### src/core/bpg_consts.svh
// Constants of the board power glue block: clock rates, timing counts, pin-pair indices.
// Assumes inclusion by bare name from the package and the design modules.
`ifndef BPG_CONSTS_SVH
`define BPG_CONSTS_SVH

// ****************************************************************
// Clock rates
// ****************************************************************
`define BPG_MCLK_HZ     32'h0EE6_B280
`define BPG_SLOW_HZ     32'h0000_8000
`define BPG_US_PER_S    32'h000F_4240
// Whole mclk cycles per slow-clock tick, rounded down
`define BPG_DIV_CYCLES  (`BPG_MCLK_HZ / `BPG_SLOW_HZ)
`define BPG_DIV_W       13

// ****************************************************************
// Front-panel reset debounce
// ****************************************************************
`define BPG_DEB_NOM_US  32'h0000_3E80
`define BPG_DEB_MIN_US  32'h0000_3DB8
// Ticks rounded up, plus one tick for the unknown phase of the first one
`define BPG_DEB_TICKS   (((`BPG_DEB_MIN_US * `BPG_SLOW_HZ) + `BPG_US_PER_S - 32'h0000_0001) \
                         / `BPG_US_PER_S + 32'h0000_0001)
`define BPG_DEB_W       10
// Filtered level after reset: treated as pressed until qualified
`define BPG_DEB_RST     1'h0

// ****************************************************************
// Bus isolation switch pairs
// ****************************************************************
`define BPG_PAIRS       2
`define BPG_PAIR_CLK    0
`define BPG_PAIR_DAT    1

`endif

### src/core/bpg_pkg.sv
// Types of the board power glue block: debounce states and register images.
// Assumes bpg_consts.svh on the include path.
`include "bpg_consts.svh"

package bpg_pkg;

   typedef enum logic [0:0] {
      BPG_DEB_STABLE = 1'h0,
      BPG_DEB_QUAL   = 1'h1
   } bpg_deb_state_t;

   typedef struct packed {
      logic                    sync1;
      logic                    sync2;
      logic                    samp;
      logic                    filt;
      bpg_deb_state_t          st;
      logic [`BPG_DEB_W-1:0]   cnt;
   } bpg_deb_reg_t;

   typedef struct packed {
      logic [`BPG_DIV_W-1:0]   div_cnt;
      logic                    tick;
      logic [`BPG_PAIRS-1:0]   drv_main;
      logic [`BPG_PAIRS-1:0]   drv_res;
      logic                    ps_on_oe;
      logic                    pgood;
      logic                    gate_oe;
   } bpg_top_reg_t;

endpackage

### src/core/bpg_deb_if.sv
// Link between the glue top and its front-panel reset debouncer.
// Assumes both ends run on mclk; tick is a one-cycle enable at the slow rate.
`timescale 1ns/10ps

interface bpg_deb_if;
   logic tick;
   logic raw_n;
   logic level_n;

   modport deb (
      input  tick,
      input  raw_n,
      output level_n
   );

   modport ctl (
      output tick,
      output raw_n,
      input  level_n
   );
endinterface

### src/core/bpg_top.sv
// Board power glue: bus isolation switch, supply turn-on, power-good and clock guard.
// Assumes all pin inputs synchronous to mclk; open-drain pins resolved outside.
//
// Behaviour
// Switch closed while supply power-good high
// Switch open, no drive, while power-good low
// Closed switch carries a low across pairs
// Turn-on low only: processor present, S3 high
// Power-good out is supply AND debounced reset
// Debounce both edges, about 16ms stable
// Debounce timed by 32.768kHz tick count
// Qualification never shorter than 15.8ms
// Clock guard low while power-good out high
// Sampled differs from filtered restarts counter
`timescale 1ns/10ps
`include "bpg_consts.svh"

module bpg_top #(
   parameter int unsigned DIV_CYCLES = `BPG_DIV_CYCLES
) (
   input  wire logic  mclk,
   input  wire logic  rst_n,
   // Isolation switch pins, main-well side
   input  wire logic  main_bus_clock_pin_i,
   output wire logic  main_bus_clock_pin_o,
   output wire logic  main_bus_clock_pin_oe,
   input  wire logic  main_bus_data_pin_i,
   output wire logic  main_bus_data_pin_o,
   output wire logic  main_bus_data_pin_oe,
   // Isolation switch pins, resume-well side
   input  wire logic  resume_bus_clock_pin_i,
   output wire logic  resume_bus_clock_pin_o,
   output wire logic  resume_bus_clock_pin_oe,
   input  wire logic  resume_bus_data_pin_i,
   output wire logic  resume_bus_data_pin_o,
   output wire logic  resume_bus_data_pin_oe,
   // Power state inputs
   input  wire logic  supply_power_good_in,
   input  wire logic  processor_present_n,
   input  wire logic  sleep_state3_n,
   input  wire logic  front_panel_reset_n,
   // Supply turn-on, open drain
   output wire logic  supply_turn_on_n_o,
   output wire logic  supply_turn_on_n_oe,
   // Power-good, push-pull
   output wire logic  power_good_out,
   // Clock guard gate, open drain
   output wire logic  clock_guard_gate_o,
   output wire logic  clock_guard_gate_oe
);
   import bpg_pkg::*;

   bpg_top_reg_t             q;
   bpg_top_reg_t             d;
   logic [`BPG_PAIRS-1:0]    main_in;
   logic [`BPG_PAIRS-1:0]    res_in;
   logic [`BPG_PAIRS-1:0]    drv_main_d;
   logic [`BPG_PAIRS-1:0]    drv_res_d;
   logic                     switch_on;

   bpg_deb_if dbi ();

   // ****************************************************************
   // Slow tick and debouncer
   // ****************************************************************
   assign dbi.tick  = q.tick;
   assign dbi.raw_n = front_panel_reset_n;

   bpg_debounce u_debounce (
      .mclk  (mclk),
      .rst_n (rst_n),
      .dbi   (dbi)
   );

   // ****************************************************************
   // Isolation switch
   // ****************************************************************
   assign switch_on = supply_power_good_in;

   assign main_in[`BPG_PAIR_CLK] = main_bus_clock_pin_i;
   assign main_in[`BPG_PAIR_DAT] = main_bus_data_pin_i;
   assign res_in[`BPG_PAIR_CLK]  = resume_bus_clock_pin_i;
   assign res_in[`BPG_PAIR_DAT]  = resume_bus_data_pin_i;

   // A side is pulled low only when the other side is held low by someone else.
   // Our own drive never feeds back, so the pair cannot latch itself low, and a
   // low seen on both sides at once is left to the external drivers.
   genvar gp;
   generate
      for (gp = 0; gp < `BPG_PAIRS; gp++) begin : g_pair
         assign drv_main_d[gp] = switch_on & ~res_in[gp] & ~q.drv_res[gp]
                                 & (main_in[gp] | q.drv_main[gp]);
         assign drv_res_d[gp]  = switch_on & ~main_in[gp] & ~q.drv_main[gp]
                                 & (res_in[gp] | q.drv_res[gp]);
      end
   endgenerate

   // ****************************************************************
   // Next state
   // ****************************************************************
   always_comb begin
      d = q;
      if (q.div_cnt == `BPG_DIV_W'(DIV_CYCLES - 1)) begin
         d.div_cnt = '0;
         d.tick    = 1'h1;
      end else begin
         d.div_cnt = q.div_cnt + `BPG_DIV_W'(1);
         d.tick    = 1'h0;
      end
      // Switch open: no drive on either side
      d.drv_main = switch_on ? drv_main_d : '0;
      d.drv_res  = switch_on ? drv_res_d : '0;
      d.ps_on_oe = ~processor_present_n & sleep_state3_n;
      d.pgood    = supply_power_good_in & dbi.level_n;
      // Taken from the same next value so the gate never lags power-good
      d.gate_oe  = d.pgood;
   end

   // ****************************************************************
   // State register
   // ****************************************************************
   always_ff @(posedge mclk) begin
      if (!rst_n) begin
         q <= '0;
      end else begin
         q <= d;
      end
   end

   // ****************************************************************
   // Pin drive; open-drain outputs only ever pull low
   // ****************************************************************
   assign main_bus_clock_pin_o    = 1'h0;
   assign main_bus_clock_pin_oe   = q.drv_main[`BPG_PAIR_CLK];
   assign main_bus_data_pin_o     = 1'h0;
   assign main_bus_data_pin_oe    = q.drv_main[`BPG_PAIR_DAT];
   assign resume_bus_clock_pin_o  = 1'h0;
   assign resume_bus_clock_pin_oe = q.drv_res[`BPG_PAIR_CLK];
   assign resume_bus_data_pin_o   = 1'h0;
   assign resume_bus_data_pin_oe  = q.drv_res[`BPG_PAIR_DAT];
   assign supply_turn_on_n_o      = 1'h0;
   assign supply_turn_on_n_oe     = q.ps_on_oe;
   assign power_good_out          = q.pgood;
   assign clock_guard_gate_o      = 1'h0;
   assign clock_guard_gate_oe     = q.gate_oe;

endmodule

### src/core/bpg_debounce.sv
// Front-panel reset debouncer: synchroniser, slow-tick sampler and qualification counter.
// Assumes mclk with synchronous active-low reset and a one-cycle tick from the top.
`timescale 1ns/10ps
`include "bpg_consts.svh"

module bpg_debounce (
   input wire logic  mclk,
   input wire logic  rst_n,
   bpg_deb_if.deb    dbi
);
   import bpg_pkg::*;

   bpg_deb_reg_t q;
   bpg_deb_reg_t d;

   // ****************************************************************
   // Next state
   // ****************************************************************
   always_comb begin
      d       = q;
      d.sync1 = dbi.raw_n;
      d.sync2 = q.sync1;
      if (dbi.tick) begin
         d.samp = q.sync2;
         case (q.st)
            BPG_DEB_STABLE: begin
               if (q.samp != q.filt) begin
                  d.st  = BPG_DEB_QUAL;
                  d.cnt = `BPG_DEB_W'(1);
               end
            end
            BPG_DEB_QUAL: begin
               if (q.samp == q.filt) begin
                  // Any bounce back restarts qualification
                  d.st  = BPG_DEB_STABLE;
                  d.cnt = '0;
               end else if (q.cnt == `BPG_DEB_W'(`BPG_DEB_TICKS - 1)) begin
                  // Same path for both edges
                  d.filt = q.samp;
                  d.st   = BPG_DEB_STABLE;
                  d.cnt  = '0;
               end else begin
                  d.cnt = q.cnt + `BPG_DEB_W'(1);
               end
            end
            default: begin
               d.st  = BPG_DEB_STABLE;
               d.cnt = '0;
            end
         endcase
      end
   end

   // ****************************************************************
   // State register
   // ****************************************************************
   always_ff @(posedge mclk) begin
      if (!rst_n) begin
         q      <= '0;
         q.filt <= `BPG_DEB_RST;
      end else begin
         q <= d;
      end
   end

   assign dbi.level_n = q.filt;

endmodule

### config.mk
export PLATFORM = sky130hd
export DESIGN_NAME = bpg_top
export DESIGN_NICKNAME = d
export VERILOG_FILES = /design/src/core/bpg_pkg.sv /design/src/core/bpg_deb_if.sv /design/src/core/bpg_top.sv /design/src/core/bpg_debounce.sv
export VERILOG_INCLUDE_DIRS = /design/src /design/src/core
export SDC_FILE = /design/constraint.sdc
export NUM_CORES = 1
export LEC_CHECK = 0
export ABC_AREA = 1
export BUFFER_PORTS_ARGS = -buffer_cell sky130_fd_sc_hd__buf_2
export CORE_MARGIN = 3
export CORE_UTILIZATION = 56
export CTS_BUF_LIST = sky130_fd_sc_hd__clkbuf_16
export CTS_CLUSTER_DIAMETER = 50
export DETAILED_ROUTE_END_ITERATION = 6
export GPL_ROUTABILITY_DRIVEN = 0
export GPL_TIMING_DRIVEN = 1
export MAX_ROUTING_LAYER = met4
export PLACE_DENSITY = 0.78
export SLEW_MARGIN = 40
export SYNTH_ARGS = -nofsm -noshare
export SYNTH_HDL_FRONTEND = slang
export SYNTH_HIERARCHICAL = 1
export SYNTH_SLANG_ARGS = --single-unit
### constraint.sdc
create_clock -name mclk -period 1.6 [get_ports mclk]
set_clock_uncertainty 0.2 [all_clocks]
set_input_delay 0.16 -clock mclk [delete_from_list [all_inputs] [get_ports mclk]]
set_output_delay 0.16 -clock mclk [all_outputs]
set_load 0.02 [all_outputs]
==> out/metrics.cfg <==
[timing]
final.setup.tns_ps=0
achievable-frequency_ghz=0.681
timing.final.ws_setup_ps=132
timing.final.crit_share_pct=91.8
layout_min_cycle_time_ps=1470
setup_viol=0
hold-worst-slack_ps=12.4
drv_slew=0
hold_viol_final=0

[placed_design]
place_area_mm2=0.00182
placed_cells=289
pre_cts_slack_ps=56.3
port-buffer-count=16
dp.final_hpwl_um=2250

[cts]
cts-htree-levels=2
clkTransAtPathRegs_ps=60
tritoncts.num_buffers=5
clk_latency_ps=280
tritoncts=done
clock_path_buffers=2
cts_num_sinks=35
clockRootBuffer=sky130_fd_sc_hd__clkbuf_16

[floorplan]
fp-row-count=19
die_area_mm2=0.00382
chipHeight_um=61.8
initial_utilization_pct=61.1
core_area_mm2=0.00285
ioPinCount=23
chipWidth_um=61.8

[drt]
route.final.wire_length_um=3210
routedWlPerCell_um=10.6
ant_nets=0
detailedRoute.firstIterationViolations=87
dr.pass1.iters=5
detail_route.vias_per_cell=4.95
drc_violations=0
detailroute.via_count=1505

[yosys]
ys_ff_latch=35
library_cells_used_by_synthesis=28
yosysTopAreaCellShare_pct=40.2
yosys.area.top_type=sky130_fd_sc_hd__dfxtp_1
syn_std_cell_area_mm2=0.00174
netlist_instances=245
synth-seq-area-share_pct=40.2
synthTopCellsByArea=sky130_fd_sc_hd__dfxtp_1, sky130_fd_sc_hd__nand2_1, sky130_fd_sc_hd__nor2_1, sky130_fd_sc_hd__inv_1, sky130_fd_sc_hd__nand3_1
synth_area_per_cell_um2=7.11
synthesis.yosys.warnings=6

[final_layout]
multi_input_area_um2=878
final_net_count=286
final_design_area_no_fill_mm2=0.00207
top_regs=q (13), u_debounce/q (13)
postLayoutCoreUtil_pct=72.7
fin_cells=304
antenna_cell_count=0
drive_gt1_share_pct=17.6
layout-area-overhead-vs-synth_pct=19.0
layout.area.seq_um2=703
fillerInstances=241

[pwr]
irDropWorstVdd_v=0.000793
report.power.total_mw=2.08
cellLeakagePower_nw=0.822
cellPowerDensity_mw_per_mm2=1000

[worst_setup_path]
depth_of_the_worst_register_to_register_path=6
timing.critical_path.from_type=flip-flop
worst-endpoint-arrival_ps=1490
cp_endpoint_kind=flip-flop
critical_path_peak_fanout=5
critPathRequiredTime_ps=1620
crit_type=reg -> reg

[global_routing]
grt_util_all_layers_pct=20.6
grt_start_max_net_pins=15
global_route_wire_length_before_repair_um=5460
grt_pass1_vias=1315
number_of_antenna_violations_at_the_first_check_in_global_routing=0
globalRoute.totalOverflow=0

[hold_path]
holdPathStages=3
min-delay-path-class=in -> reg

[run_status]
result_of_the_run=completed

[flow_run]
timing.max_cap.violations=0

## cell type report
cell class,count,area share (%)
Multi-Input combinational cell,172,42.3
Sequential cell,35,33.9
Timing Repair Buffer,24,7.60
Inverter,34,6.15
Clock buffer,5,6.03
Clock inverter,3,2.11
Tap cell,31,1.87
## cell families (layout without fill, tap and decap cells)
family,Yosys count,in the layout,synth area share (%)
other,1,6,0.215
DFF,35,35,40.2
buffers and inverters,43,66,11.2
xor gates and xnor gates,8,8,4.02
adders and majority gates,4,4,2.87
AOI/OAI and AO/OA,15,15,4.95
and+or+nand+nor,139,139,36.5
## synthesized netlist by cell type
cell type,count
sky130_fd_sc_hd__nor2_2,3
sky130_fd_sc_hd__nand2_4,1
sky130_fd_sc_hd__nand2_1,51
sky130_fd_sc_hd__xor2_1,7
sky130_fd_sc_hd__buf_4,7
sky130_fd_sc_hd__o21ai_1,1
sky130_fd_sc_hd__nor2_1,46
sky130_fd_sc_hd__or2_0,2
sky130_fd_sc_hd__conb_1,1
sky130_fd_sc_hd__ha_1,4
sky130_fd_sc_hd__a21oi_2,2
sky130_fd_sc_hd__clkbuf_1,1
sky130_fd_sc_hd__nor2_4,1
sky130_fd_sc_hd__a21oi_1,8
sky130_fd_sc_hd__buf_6,1
sky130_fd_sc_hd__o21ai_0,2
sky130_fd_sc_hd__dfxtp_1,35
sky130_fd_sc_hd__o21bai_1,1
sky130_fd_sc_hd__xnor2_1,1
sky130_fd_sc_hd__nand3_2,3
sky130_fd_sc_hd__nand2_2,5
sky130_fd_sc_hd__inv_1,33
sky130_fd_sc_hd__nand3_1,15
sky130_fd_sc_hd__nand4_1,6
sky130_fd_sc_hd__inv_2,1
sky130_fd_sc_hd__a31oi_1,1
sky130_fd_sc_hd__nor3_2,2
sky130_fd_sc_hd__nor4_1,4
## layout by cell type, fill, tap and decap left out, drive strengths merged, types with 2 or more instances in the layout
master / synthesis / layout
nand2: 57 / 57
nor2: 50 / 50
dfxtp: 35 / 35
inv: 34 / 34
nand3: 18 / 18
buf: 8 / 17
a21oi: 10 / 10
xor2: 7 / 7
dlygate4sd3: 0 / 7
nand4: 6 / 6
conb: 1 / 6
clkbuf: 1 / 5
nor4: 4 / 4
ha: 4 / 4
o21ai: 3 / 3
nor3: 2 / 2
or2: 2 / 2
clkinv: 0 / 2
## routing by layer
| layer | global-route usage [%] | wire (um) | vias up |
|---|---|---|---|
| met4 | 10.0 | 71 | 0 |
| met3 | 8.06 | 187 | 6 |
| met2 | 30.2 | 1450 | 41 |
| met5 | - | 0 | - |
| li1 | - | - | 803 |
| met1 | 24.6 | 1510 | 655 |
## final timing paths
| path | start | to | slack, ps |
|---|---|---|---|
| setup / recovery | u_debounce/q[0] | u_debounce/q[6] | 130 |
| hold / removal | supply_power_good_in | clock_guard_gate_oe | 10 |
| setup reg to reg | u_debounce/q[0] | u_debounce/q[6] | 130 |
| hold reg to reg | u_debounce/d[13] | u_debounce/q[13] | 230 |
## worst max-delay path, cell delays in order (launching register included)
cell,delay [ps]
sky130_fd_sc_hd__dfxtp_2,360
sky130_fd_sc_hd__ha_1,170
sky130_fd_sc_hd__nand2_1,80
sky130_fd_sc_hd__nor3_2,160
sky130_fd_sc_hd__nand2_1,110
sky130_fd_sc_hd__or2_0,220
sky130_fd_sc_hd__a21oi_2,110
## power by group
part	total, mW	internal (mW)	leakage, nW	switching (mW)
registers	0.894	0.885	0.284	0.00922
clock network	1.09	0.733	0.0838	0.357
logic	0.0929	0.0366	0.454	0.0563
## what timing repair did
action | CTS | global route
gates resized for setup | 0 | 6
buffers inserted | 0 | 0
setup endpoints to repair | 0 | 10
hold buffers | 7 | 0
endpoints found under the hold margin | 6 | 0
No activity file was read; power rests on OpenSTA's default activity.
